`src/shared/serial_flags_consts.svh`:
```
// Offsets, field positions and reset values of the serial flag block
`ifndef SERIAL_FLAGS_CONSTS_SVH
`define SERIAL_FLAGS_CONSTS_SVH

// ----------------------------------------
// Register indices (printed offsets not word aligned)
// ----------------------------------------
`define EVENT_FLAGS_INDEX      32'h0f0001b2
`define SLOT_VALID_INDEX       32'h0f0001b4
`define CONTROL_INDEX          32'h0f0001b0
`define TRIGGER_LEVEL_INDEX    32'h0f0001b6
`define ADDR_BITS              12
`define EVENT_FLAGS_ADDR       12'h6c8
`define SLOT_VALID_ADDR        12'h6d0
`define CONTROL_ADDR           12'h6c0
`define TRIGGER_LEVEL_ADDR     12'h6d8

// ----------------------------------------
// Event flag field positions
// ----------------------------------------
`define TRANSFER_DONE_BIT      15
`define TX_DMA_TWO_PAGE_BIT    10
`define TX_DMA_ONE_PAGE_BIT    9
`define TX_FIFO_SPACE_BIT      8
`define RX_DMA_TWO_PAGE_BIT    2
`define RX_DMA_ONE_PAGE_BIT    1
`define RX_FIFO_OVER_BIT       0
`define EVENT_FLAGS_MASK       16'h8707

// ----------------------------------------
// Control and trigger level register fields
// ----------------------------------------
`define CTL_SOFT_RESET_BIT     15
`define CTL_TX_TRIGGER_BIT     12
`define CTL_RX_TRIGGER_BIT     4
`define CTL_WRITE_MASK         16'h9010
`define CTL_RESET              16'h8000
`define TX_LEVEL_LSB           8
`define RX_LEVEL_LSB           0

// ----------------------------------------
// Reset values
// ----------------------------------------
`define EVENT_FLAGS_RESET      16'h0000
`define SLOT_VALID_RESET       16'h0000
`define TRIGGER_LEVEL_RESET    16'h0000

`endif

```
`src/shared/serial_flags_pkg.sv`:
```
// Types shared by the serial flag block
package serial_flags_pkg;
  typedef logic [15:0] half_word_t;
  typedef logic [2:0]  trigger_level_t;
endpackage : serial_flags_pkg
```
`src/rtl/serial_unit_interrupt_flags.sv`:
```
// Event flag, slot valid and control registers of the serial unit, reached over APB
`timescale 1ns/1ps
`include "serial_flags_consts.svh"

// Notes on behaviour
// - Word transmit or receive completion sets flag bit 15.
// - Transmit DMA beyond two pages sets flag bit 10.
// - Transmit DMA beyond one page sets flag bit 9.
// - Trigger select off: transmit FIFO empty sets bit 8.
// - Trigger select on: transmit trigger level reached sets bit 8.
// - Receive DMA beyond two pages sets flag bit 2.
// - Receive DMA beyond one page sets flag bit 1.
// - Trigger select off: receive FIFO full sets bit 0.
// - Trigger select on: receive trigger level reached sets bit 0.
// - Flags stay set until software writes one to them.
// - Reserved bits 14:11 and 7:3 read zero; software writes zero.
// - Reset clears every flag.
// - Trigger select halts its direction when FIFO reaches trigger level.
// - Writing zero to a slot valid bit clears it.
// - Reset or soft reset clears all slot valid bits.
module serial_unit_interrupt_flags #(
  parameter int FIFO_DEPTH_BITS = 4
) (
  // Clock and reset
  input  wire logic                            pclk,
  input  wire logic                            presetn,
  // APB slave
  input  wire logic                            psel,
  input  wire logic                            penable,
  input  wire logic                            pwrite,
  input  wire logic [31:0]                     paddr,
  input  wire logic [31:0]                     pwdata,
  input  wire logic [3:0]                      pstrb,
  output logic      [31:0]                     prdata,
  output logic                                 pready,
  output logic                                 pslverr,
  // Events from the serial core, one-cycle pulses
  input  wire logic                            word_done_pulse,
  input  wire logic                            tx_dma_two_page_pulse,
  input  wire logic                            tx_dma_one_page_pulse,
  input  wire logic                            rx_dma_two_page_pulse,
  input  wire logic                            rx_dma_one_page_pulse,
  // FIFO state from the serial core
  input  wire logic                            tx_fifo_empty,
  input  wire logic                            rx_fifo_full,
  input  wire logic [FIFO_DEPTH_BITS-1:0]      tx_fifo_count,
  input  wire logic [FIFO_DEPTH_BITS-1:0]      rx_fifo_count,
  input  wire serial_flags_pkg::half_word_t    rx_slot_fill,
  // Outputs to the serial core and system
  output logic                                 tx_halt,
  output logic                                 rx_halt,
  output logic                                 unit_soft_reset,
  output logic                                 irq
);
  import serial_flags_pkg::*;

  // ----------------------------------------
  // State
  // ----------------------------------------
  half_word_t     event_flags;
  half_word_t     next_event_flags;
  half_word_t     slot_valid;
  half_word_t     next_slot_valid;
  half_word_t     control;
  half_word_t     next_control;
  half_word_t     trigger_levels;
  half_word_t     next_trigger_levels;
  logic [31:0]    next_prdata;
  logic           next_pslverr;
  logic           access_done;
  logic           next_access_done;

  // ----------------------------------------
  // Decode
  // ----------------------------------------
  logic           setup_phase;
  logic           write_strobe;
  logic           addr_ok;
  logic           hit_flags;
  logic           hit_slots;
  logic           hit_control;
  logic           hit_levels;
  half_word_t     wdata_lanes;
  half_word_t     lane_mask;
  logic           tx_trigger_select;
  logic           rx_trigger_select;
  trigger_level_t tx_trigger_level;
  trigger_level_t rx_trigger_level;
  logic           tx_level_hit;
  logic           rx_level_hit;
  half_word_t     event_set;

  // One wait state: pready rises on the edge after the first access cycle
  assign setup_phase  = psel && !penable;
  assign addr_ok      = paddr[31:`ADDR_BITS] == '0 && paddr[1:0] == 2'b00;
  assign hit_flags    = addr_ok && paddr[`ADDR_BITS-1:0] == `EVENT_FLAGS_ADDR;
  assign hit_slots    = addr_ok && paddr[`ADDR_BITS-1:0] == `SLOT_VALID_ADDR;
  assign hit_control  = addr_ok && paddr[`ADDR_BITS-1:0] == `CONTROL_ADDR;
  assign hit_levels   = addr_ok && paddr[`ADDR_BITS-1:0] == `TRIGGER_LEVEL_ADDR;
  assign write_strobe = psel && penable && pwrite && !access_done;
  assign wdata_lanes  = pwdata[15:0];
  assign lane_mask    = {{8{pstrb[1]}}, {8{pstrb[0]}}};
  assign pready       = access_done;

  assign tx_trigger_select = control[`CTL_TX_TRIGGER_BIT];
  assign rx_trigger_select = control[`CTL_RX_TRIGGER_BIT];
  assign tx_trigger_level  = trigger_levels[`TX_LEVEL_LSB +: 3];
  assign rx_trigger_level  = trigger_levels[`RX_LEVEL_LSB +: 3];
  assign unit_soft_reset   = control[`CTL_SOFT_RESET_BIT];

  // Trigger level widened to the count width and compared against the whole count
  assign tx_level_hit = tx_fifo_count >= FIFO_DEPTH_BITS'(tx_trigger_level);
  assign rx_level_hit = rx_fifo_count >= FIFO_DEPTH_BITS'(rx_trigger_level);

  // ----------------------------------------
  // Halt controls
  // ----------------------------------------
  assign tx_halt = tx_trigger_select && tx_level_hit;
  assign rx_halt = rx_trigger_select && rx_level_hit;

  // ----------------------------------------
  // Event sources
  // ----------------------------------------
  always_comb begin
    event_set = '0;
    event_set[`TRANSFER_DONE_BIT]   = word_done_pulse;
    event_set[`TX_DMA_TWO_PAGE_BIT] = tx_dma_two_page_pulse;
    event_set[`TX_DMA_ONE_PAGE_BIT] = tx_dma_one_page_pulse;
    event_set[`TX_FIFO_SPACE_BIT]   = tx_trigger_select ? tx_level_hit : tx_fifo_empty;
    event_set[`RX_DMA_TWO_PAGE_BIT] = rx_dma_two_page_pulse;
    event_set[`RX_DMA_ONE_PAGE_BIT] = rx_dma_one_page_pulse;
    event_set[`RX_FIFO_OVER_BIT]    = rx_trigger_select ? rx_level_hit : rx_fifo_full;
  end

  // ----------------------------------------
  // Register next values
  // ----------------------------------------
  always_comb begin
    next_event_flags    = event_flags;
    next_slot_valid     = slot_valid;
    next_control        = control;
    next_trigger_levels = trigger_levels;
    // Write one clears; a same-cycle event still wins
    if (write_strobe && hit_flags) begin
      next_event_flags = event_flags & ~(wdata_lanes & lane_mask);
    end
    next_event_flags = (next_event_flags | event_set) & `EVENT_FLAGS_MASK;
    // Write zero clears; the core's fill marks set again
    if (write_strobe && hit_slots) begin
      next_slot_valid = slot_valid & (wdata_lanes | ~lane_mask);
    end
    next_slot_valid = next_slot_valid | rx_slot_fill;
    if (write_strobe && hit_control) begin
      next_control = (control & ~(lane_mask & `CTL_WRITE_MASK))
                   | (wdata_lanes & lane_mask & `CTL_WRITE_MASK);
    end
    if (write_strobe && hit_levels) begin
      next_trigger_levels = (trigger_levels & ~lane_mask) | (wdata_lanes & lane_mask & 16'h0707);
    end
    // Soft reset wipes the slot marks, fills ignored while it stands
    if (next_control[`CTL_SOFT_RESET_BIT]) begin
      next_slot_valid = `SLOT_VALID_RESET;
    end
  end

  // ----------------------------------------
  // Bus answer
  // ----------------------------------------
  always_comb begin
    next_access_done = psel && penable && !access_done;
    next_prdata      = prdata;
    next_pslverr     = 1'b0;
    if (psel && penable && !access_done) begin
      next_prdata = 32'h0000_0000;
      if (hit_flags) begin
        next_prdata = {16'h0000, event_flags & `EVENT_FLAGS_MASK};
      end else if (hit_slots) begin
        next_prdata = {16'h0000, slot_valid};
      end else if (hit_control) begin
        next_prdata = {16'h0000, control};
      end else if (hit_levels) begin
        next_prdata = {16'h0000, trigger_levels};
      end else begin
        next_pslverr = 1'b1;
      end
    end
  end

  // ----------------------------------------
  // Registers
  // ----------------------------------------
  always_ff @(posedge pclk or negedge presetn) begin
    if (!presetn) begin
      event_flags    <= `EVENT_FLAGS_RESET;
      slot_valid     <= `SLOT_VALID_RESET;
      control        <= `CTL_RESET;
      trigger_levels <= `TRIGGER_LEVEL_RESET;
      prdata         <= 32'h0000_0000;
      pslverr        <= 1'b0;
      access_done    <= 1'b0;
    end else begin
      event_flags    <= next_event_flags;
      slot_valid     <= next_slot_valid;
      control        <= next_control;
      trigger_levels <= next_trigger_levels;
      prdata         <= next_prdata;
      pslverr        <= next_pslverr;
      access_done    <= next_access_done;
    end
  end

  // ----------------------------------------
  // Interrupt request
  // ----------------------------------------
  assign irq = |event_flags;

  logic unused_bits;
  assign unused_bits = setup_phase;

endmodule : serial_unit_interrupt_flags

```
`config.mk`:
```
export PLATFORM = sky130hd
export DESIGN_NAME = serial_unit_interrupt_flags
export DESIGN_NICKNAME = d
export VERILOG_FILES = /design/src/shared/serial_flags_pkg.sv /design/src/rtl/serial_unit_interrupt_flags.sv
export VERILOG_INCLUDE_DIRS = /design/src /design/src/shared
export SDC_FILE = /design/constraint.sdc
export NUM_CORES = 1
export LEC_CHECK = 0
export BUFFER_PORTS_ARGS = -buffer_cell sky130_fd_sc_hd__buf_2
export CORE_UTILIZATION = 35
export DETAILED_ROUTE_END_ITERATION = 16
export PLACE_DENSITY_LB_ADDON = 0.3
export SYNTH_ARGS = -nofsm -noshare
export SYNTH_HDL_FRONTEND = slang
export SYNTH_SLANG_ARGS = --single-unit
export TNS_END_PERCENT = 30
```
`constraint.sdc`:
```
create_clock -name pclk -period 2.31 [get_ports pclk]
set_clock_uncertainty 0.05 [all_clocks]
set_input_delay 0.462 -clock pclk [delete_from_list [all_inputs] [get_ports pclk]]
set_output_delay 0.462 -clock pclk [all_outputs]
set_load 0.005 [all_outputs]
```
### Yosys cells after proc, flatten, opt, wreduce, memory -nomap -nowiden

Index checks and enable logic that the tools add are counted.

| cells by class | value |
|---|---|
| magnitude comparators | 2 |
| reduce and logical (&&, ||, !) cells | 19 |
| equality and inequality tests | 4 |
| muxes and demuxes | 15 |
| bitwise gates (word level) | 13 |

Operators by type and width:

| kind | number |
|---|---|
| 16-bit 2-to-1 mux | 7 |
| 16-bit bitwise AND | 5 |
| 16-bit OR | 4 |
| 12-bit by 11-bit equality test with 1-bit output, second input constant | 4 |
| 16-bit inverter | 3 |
| 32-bit 2-to-1 mux | 1 |
| 20-bit logical NOT | 1 |
| 16-bit by 11-bit OR with 16-bit output | 1 |
| 1-bit logical AND | 15 |
| 4-bit by 3-bit greater-or-equal comparator with 1-bit output | 2 |
| 1-bit 2-to-1 mux | 7 |
| 7-bit OR reduction | 1 |
| 2-bit logical NOT | 1 |
| 1-bit logical NOT | 1 |

| storage, ports and cells | value |
|---|---|
| register bits after elaboration | 89 |
| output and inout bits | 38 |
| input port bits | 104 |

### Logic depth before layout (Yosys ltp)

Gate-level depths: netlist (run 1).

| logic depth | value |
|---|---|
| depth after elaboration | 8 |
| gate-level depth with buffers | 7 |

### Worst setup path before layout (run 1)

OpenSTA, ideal clock, no wires.

| path | value |
|---|---|
| kind | in2reg |
| from | in paddr[30] |
| to | reg with a tool-made name |
| required time | 2.135 ns |
| stages on the path | 5 |
| arrival time | 1.897 ns |
| setup slack | 0.238 ns |
| cell sequence | nor4_2 -> nand4_2 -> or4_1 -> buf_6 -> mux2_4 |

RTL lines:

| element | RTL line | text |
|---|---|---|
| from (decl) | serial_unit_interrupt_flags.sv:31 | `input wire logic [31:0] paddr,` |

==> out/qor.txt, run 1 <==
CELLS AND AREA
------------------------------------------------------------------------------------
Fill count                                                                       895
Antenna fix cells                                                                  0
Final Util                                                                     0.463
Net count of the finished layout                                                 550
Layout cells sized above 1                                                     0.398
Synthesis-to-layout area growth                                                28.4%

SYNTH
------------------------------------------------------------------------------------
Leading cell types by count after synthesis                             sky130_fd_sc_hd__dfrtp_1 (59), sky130_fd_sc_hd__nor2_1 (36), sky130_fd_sc_hd__nand2_1 (25), sky130_fd_sc_hd__buf_4 (16), sky130_fd_sc_hd__nor4b_1 (16)
Gate Count Post-Synth                                                            321
Per-instance average area after synthesis                                   10.4 µm²
Cell taking the most area after synthesis                               sky130_fd_sc_hd__dfrtp_1
Share of flip-flops with an asynchronous set or reset after synthesis           1.00
Main synth FF type                                                      sky130_fd_sc_hd__dfrtp_1
Portion of synthesized cell area occupied by the leading cell type             0.443
Count of flip-flops with a built-in enable after synthesis                         0
Area contributors post-synth                                            sky130_fd_sc_hd__dfrtp_1 (44%), sky130_fd_sc_hd__nor4_2 (4.9%), sky130_fd_sc_hd__nor4b_1 (4.2%)
Post-synthesis instance area                                                3330 µm²
Count of distinct cell types in the synthesized netlist                           45
Yosys Warn Count                                                                   0
Number of register bits inferred by synthesis                                     60
Leading cell type by number of instances after synthesis                sky130_fd_sc_hd__dfrtp_1
Register area share after synthesis                                            0.451

CLOCK TREE
------------------------------------------------------------------------------------
Reg clk slew, reported paths                                                   70 ps
Post-CTS Hold Buffers                                                              0
Number of clock buffers inserted by TritonCTS                                      9
# Post-CTS Setup Buffers                                                           0
H-Tree Level Count                                                                 3
CTS tree                                                                       built
Clock insertion delay at the later pin of the skew report                     340 ps
Buffer type at the clock tree root                                      sky130_fd_sc_hd__clkbuf_8
Clock sink count                                                                  60
Maximum clock path buffer count                                                    2

PWR
------------------------------------------------------------------------------------
Part of the power in the clock network                                         0.466
Sequential fraction of design power                                            0.442
Fraction of power spent switching nets                                         0.224
Static leakage                                                            0.00203 µW
Total power per unit cell area                                            557 nW/µm²
Net Sw Power                                                                  533 µW
Cell Int Power                                                               1850 µW
Worst voltage drop across the vdd grid                                      0.290 mV
Design Power                                                                 2380 µW
Power share of the combinational group                                         0.092

WORST HOLD PATH
------------------------------------------------------------------------------------
Path class of the lowest-slack min-delay path                               in2async

STA
------------------------------------------------------------------------------------
Tightest Pin Transition                                                       505 ps
Final clock period utilization by the worst path                               0.976
Unrepaired setup endpoints after global routing                                  yes
Max-slew headroom at the worst pin                                             0.660
Clock period minus worst slack                                               2250 ps
Top achievable clock speed                                                   444 MHz
Number of failing hold endpoints at the final stage                                0
Post-route setup TNS                                                            0 ps
Final-report max-slew violation count                                              0
Number of failing setup endpoints in the final timing report                       0

DIE
------------------------------------------------------------------------------------
Ports                                                                            142
Core area                                                                   9240 µm²
Die Ht                                                                       99.6 µm
Core Rows                                                                         35
Starting Density                                                               0.360
Total Die Area                                                              9910 µm²
Chip Width                                                                   99.6 µm

DETAILED ROUTING
------------------------------------------------------------------------------------
Overall routed net length                                                    8.62 mm
Count of nets left with antenna violations after detail routing                    0
Iter 0 DRT Violations                                                             99
Total via count after detailed routing                                         2,813
Post-detailed-route DRC marker count                                               0
Routed via count divided by cell count                                          4.90
Pre-Repair DR Iteration Count                                                      4
Routed len/inst                                                              15.0 µm

GLOBAL ROUTING
------------------------------------------------------------------------------------
Vias in the first global route                                                 2,836
Grt ovf                                                                            0
Initial antenna violation count                                                    0
Maximum number of pins on one net before global-route repair                      24
GR Util All Layers                                                             0.182
Global-route wire length before repair                                       14.0 mm

CRITICAL PATH
------------------------------------------------------------------------------------
Crit path arrival time                                                       1740 ps
Worst setup path class                                                       reg2out
CP Capture Type                                                           output pin
Maximum fanout along the worst path                                                3
Sort of element at the start of the critical path                          flip-flop
WP data required                                                             1800 ps

PLACEMENT
------------------------------------------------------------------------------------
Placed wire-length estimate                                                  6.69 mm
Weighted congestion at the end of routability-driven global placement          0.821
Count of input and output buffers                                                107

RUN
------------------------------------------------------------------------------------
Max-cap violation count                                                            0

STATUS
------------------------------------------------------------------------------------
Run status                                                              complete, no violations

stage by stage:
step	std cells	hold slack, ps	instance area [µm²]	setup slack, ps
2_1_floorplan	336	116	3390	238
3_3_place_gp	558	393	4030	-0.950
3_5_place_dp	558	395	4030	-40.1
4_1_cts	574	31.5	4270	17.6
5_1_grt	574	47.3	4280	-48.4
6_report	574	29.0	4280	55.3
cells in the final DEF, fill, tap and decap left out, types with 2 or more instances in the layout:
cell,n
sky130_fd_sc_hd__nand2_1,25
sky130_fd_sc_hd__nor3_1,2
sky130_fd_sc_hd__mux2_1,2
sky130_fd_sc_hd__dfrtp_1,59
sky130_fd_sc_hd__nor4_1,10
sky130_fd_sc_hd__nor2_1,36
sky130_fd_sc_hd__a22oi_1,6
sky130_fd_sc_hd__conb_1,16
sky130_fd_sc_hd__or2_1,3
sky130_fd_sc_hd__nand4_1,6
sky130_fd_sc_hd__o21ai_0,2
sky130_fd_sc_hd__nand2b_1,6
sky130_fd_sc_hd__and2_1,11
sky130_fd_sc_hd__clkinv_2,2
sky130_fd_sc_hd__bufinv_16,2
sky130_fd_sc_hd__buf_2,107
sky130_fd_sc_hd__mux2_4,4
sky130_fd_sc_hd__o41ai_1,7
sky130_fd_sc_hd__mux2i_1,11
sky130_fd_sc_hd__clkbuf_8,12
sky130_fd_sc_hd__and4bb_1,2
sky130_fd_sc_hd__a21o_1,2
sky130_fd_sc_hd__inv_1,13
sky130_fd_sc_hd__o21ai_1,11
sky130_fd_sc_hd__nor4b_1,16
sky130_fd_sc_hd__a211oi_2,2
sky130_fd_sc_hd__nor4_2,13
sky130_fd_sc_hd__nand3_1,3
sky130_fd_sc_hd__buf_4,19
sky130_fd_sc_hd__mux2_2,6
sky130_fd_sc_hd__or4_1,2
sky130_fd_sc_hd__o31ai_1,6
sky130_fd_sc_hd__nor2b_1,2
sky130_fd_sc_hd__ha_1,6
worst max-delay path, stage by stage (launching register included):
cell	delay [ps]
sky130_fd_sc_hd__dfrtp_1	420
sky130_fd_sc_hd__ha_1	300
sky130_fd_sc_hd__nand2b_4	130
sky130_fd_sc_hd__a21o_1	160
sky130_fd_sc_hd__a211oi_2	210
sky130_fd_sc_hd__nor2_1	70
sky130_fd_sc_hd__buf_2	130
power by group through the flow:
stage	Combinational [µW]	Clock [µW]	Sequential (µW)
4_1_cts	220	1120	1050
3_3_place_gp	215	0	1070
3_5_place_dp	218	0	1070
6_report	219	1110	1050
5_1_grt	246	1160	1050
2_1_floorplan	99.5	0	1070
layout make-up:
type | count | area [µm²] | share of cell area
Timing Repair Buffer | 127 | 698 | 0.163
Tap cell | 129 | 161 | 0.0377
Clock buffer | 12 | 165 | 0.0386
Sequential cell | 60 | 1500 | 0.351
Multi-Input combinational cell | 228 | 1630 | 0.381
Inverter | 14 | 52.6 | 0.0123
Clock inverter | 4 | 70.1 | 0.0164
logic make-up after synthesis:
family / synth area share
and+or+nand+nor: 0.274
muxes: 0.0849
DFF: 0.451
adders and majority gates: 0.0225
buffers and inverters: 0.0823
other: 0.00113
AOI/OAI and AO/OA: 0.0841
per-layer routing:
layer  vias to the layer above  share of wire  track usage
li1                       1369              -            -
met1                      1351           0.46        0.235
met2                        82           0.47        0.295
met3                        11          0.057       0.0513
met4                         0          0.014       0.0600
met5                         -              0            0
worst paths after layout:
kind,from,to,slack (ps),cells past startpoint
max,flip-flop,tx_halt,60,6
min,presetn,prdata[11],30,1
max reg2reg,pready,slot_valid[15],410,4
min reg2reg,prdata[7],prdata[7],440,2
max in group asynchronous,presetn,control[15],1470,2
min in group pclk,word_done_pulse,event_flags[15],260,2
timing repair:
item,4_1_cts,5_1_grt
endpoints found under the setup margin,2,2
pin swaps,0,5
gates resized for setup,2,1
Note: power is estimated with default switching activity, not from simulation.
==> run 2: changes to the inputs <==
==> constraint.sdc (replaced) <==
create_clock -name pclk -period 2.31 [get_ports pclk]
set_clock_uncertainty 0.05 [all_clocks]
set_input_delay 0.1155 -clock pclk [delete_from_list [all_inputs] [get_ports pclk]]
set_output_delay 0.1155 -clock pclk [all_outputs]
set_load 0.005 [all_outputs]
==> run 2 against run 1 <==
Compared with the run above:
- via count grew 3.4%
- power decreased by 1.9%
- register-to-register slack worse by 90 ps
- critical path depth unchanged
- cell area is 2.0% higher
- critical path type unchanged
- critical endpoint unchanged
- largest power group is now registers
==> out/qor.txt, run 2 (synthesis gave the netlist of run 1 again) <==
WORST HOLD PATH
------------------------------------------------------------------------------------
Worst hold start                                                        rx_slot_fill[14]
Worst Hold Path EP                                                      slot_valid[14]
Hold Path Cell Cnt                                                                 3
Path class of the lowest-slack min-delay path                                 in2reg

DIE
------------------------------------------------------------------------------------
Chip Width                                                                   99.6 µm
Starting Density                                                               0.360
Die Ht                                                                       99.6 µm
Ports                                                                            142
Core Rows                                                                         35
Total Die Area                                                              9910 µm²
Core area                                                                   9240 µm²

CELLS AND AREA
------------------------------------------------------------------------------------
Synthesis-to-layout area growth                                                31.0%
Most common library cell in the layout ignoring fill and taps           sky130_fd_sc_hd__buf_2
Layout cells sized above 1                                                     0.365
Commonest cells after routing, fill and taps aside                      sky130_fd_sc_hd__buf_2 (107), sky130_fd_sc_hd__dfrtp_1 (59), sky130_fd_sc_hd__nor2_1 (36)
Fill count                                                                       916
Net count of the finished layout                                                 562
Final design area excluding fillers                                         4360 µm²
Antenna fix cells                                                                  0

CLOCK TREE
------------------------------------------------------------------------------------
Clock insertion delay at the later pin of the skew report                     340 ps
Reg clk slew, reported paths                                                   70 ps
H-Tree Level Count                                                                 3
Maximum clock path buffer count                                                    2
Clock sink count                                                                  60
Number of clock buffers inserted by TritonCTS                                      9
Resized cells post-CTS                                                             0
Buffer type at the clock tree root                                      sky130_fd_sc_hd__clkbuf_8
CTS tree                                                                       built

STA
------------------------------------------------------------------------------------
Clock period minus worst slack                                               2040 ps
Max-slew headroom at the worst pin                                             0.669
Final clock period utilization by the worst path                               0.882
Worst-case hold slack                                                        18.0 ps
Final-report max-slew violation count                                              0
Number of failing setup endpoints in the final timing report                       0
Unrepaired setup endpoints after global routing                                   no
Top achievable clock speed                                                   491 MHz
Number of failing hold endpoints at the final stage                                0
Post-route setup TNS                                                            0 ps
Tightest Pin Transition                                                       491 ps

GLOBAL ROUTING
------------------------------------------------------------------------------------
Maximum number of pins on one net before global-route repair                      24
Global-route wire length before repair                                       14.5 mm
GR Util All Layers                                                             0.191
Grt ovf                                                                            0
Vias in the first global route                                                 2,900
Initial antenna violation count                                                    0

DETAILED ROUTING
------------------------------------------------------------------------------------
Pre-Repair DR Iteration Count                                                      4
Overall routed net length                                                    8.87 mm
Routed via count divided by cell count                                          4.96
Count of nets left with antenna violations after detail routing                    0
Iter 0 DRT Violations                                                            130
Routed len/inst                                                              15.1 µm
Post-detailed-route DRC marker count                                               0
Total via count after detailed routing                                         2,909

RUN
------------------------------------------------------------------------------------
Max-cap violation count                                                            0

CRITICAL PATH
------------------------------------------------------------------------------------
Reg-to-Reg Start                                                              pready
Critical path's largest stage delay                                           420 ps
Maximum fanout along the worst path                                                3
Sort of element at the start of the critical path                          flip-flop
Setup slack, reg-to-reg                                                       320 ps
Buffers plus inverters on the worst setup path                                     1
Worst Reg2Reg Path Length in Cells                                                 5
Worst setup path class                                                       reg2out
Critical path cell sequence                                             ha_1 > nand2b_1 > a21o_1 > a211oi_1 > nor2_1 > buf_2
Crit path arrival time                                                       1870 ps
WP data required                                                             2140 ps
Crit-path leading delay family                                          compound AO/OA/AOI/OAI gates
Cell with the largest stage delay on the worst path                     sky130_fd_sc_hd__dfrtp_1
CP Capture Type                                                           output pin

PWR
------------------------------------------------------------------------------------
Worst voltage drop across the vdd grid                                      0.222 mV
Static leakage                                                            0.00205 µW
Total power per unit cell area                                            535 nW/µm²
Design Power                                                                 2340 µW

STATUS
------------------------------------------------------------------------------------
Run status                                                              complete, no violations

PLACEMENT
------------------------------------------------------------------------------------
Placed Instance Area                                                        3970 µm²
Placed wire-length estimate                                                  6.71 mm
Count of input and output buffers                                                107
Weighted congestion at the end of routability-driven global placement          0.807

[run 2: changes by cell type in the layout (fill, tap and decap cells not counted), moves of 2 or more]
cell and delta:
sky130_fd_sc_hd__a211oi_1 +2, sky130_fd_sc_hd__a211oi_2 -2, sky130_fd_sc_hd__buf_4 -5, sky130_fd_sc_hd__clkbuf_8 -2, sky130_fd_sc_hd__dlygate4sd3_1 +18
[run 2: metal layers]
| metal | vias up | share of wire | global-route usage |
|---|---|---|---|
| met5 | - | 0 | 0 |
| met4 | 0 | 0.022 | 0.0882 |
| met1 | 1403 | 0.45 | 0.250 |
| li1 | 1391 | - | - |
| met3 | 19 | 0.051 | 0.0358 |
| met2 | 96 | 0.47 | 0.308 |
[run 2: worst max-delay path by stage]
| stage | endpoint | slack [ps] | cells past startpoint |
|---|---|---|---|
| 2_1_floorplan | flip-flop | 440 | 7 |
| 3_3_place_gp | flip-flop | 280 | 5 |
| 3_5_place_dp | flip-flop | 220 | 5 |
| 4_1_cts | tx_halt | 260 | 6 |
| 5_1_grt | tx_halt | 140 | 6 |
| 6_report | tx_halt | 270 | 6 |
[run 2: where the power goes]
group | internal [µW] | total [µW] | leakage (µW) | switching [µW]
Combinational | 118 | 239 | 0.00124 | 121
Clock | 632 | 1040 | 0.000113 | 411
Sequential | 1050 | 1050 | 0.000702 | 0.557
[run 2: final cells by class]
type	instances	area (µm²)	share of cell area
Multi-Input combinational cell	228	1610	0.369
Sequential cell	60	1500	0.344
Timing Repair Buffer	139	821	0.188
Tap cell	129	161	0.0370
Clock buffer	11	141	0.0324
Clock inverter	5	75.1	0.0172
Inverter	14	52.6	0.0120
[run 2: stage by stage]
| step | setup slack (ps) | utilization | std cells |
|---|---|---|---|
| after CTS | 258 | 0.472 | 586 |
| final | 273 | 0.472 | 586 |
| after global routing | 139 | 0.472 | 586 |
| after detailed placement | 223 | 0.429 | 552 |
| after global placement | 283 | 0.429 | 552 |
| after floorplan | 443 | - | 336 |
[run 2: what timing repair did]
item                                   4_1_cts  5_1_grt
endpoints found under the hold margin       37        0
setup buffers                                0        0
hold buffers                                18        0
[run 2: worst reg2reg max path, cell delays in order (launching register included)]
cell and delay, ps:
sky130_fd_sc_hd__dfrtp_1 370, sky130_fd_sc_hd__nand3b_4 180, sky130_fd_sc_hd__inv_2 180, sky130_fd_sc_hd__nand4_1 110, sky130_fd_sc_hd__or4_1 630, sky130_fd_sc_hd__mux2_4 370
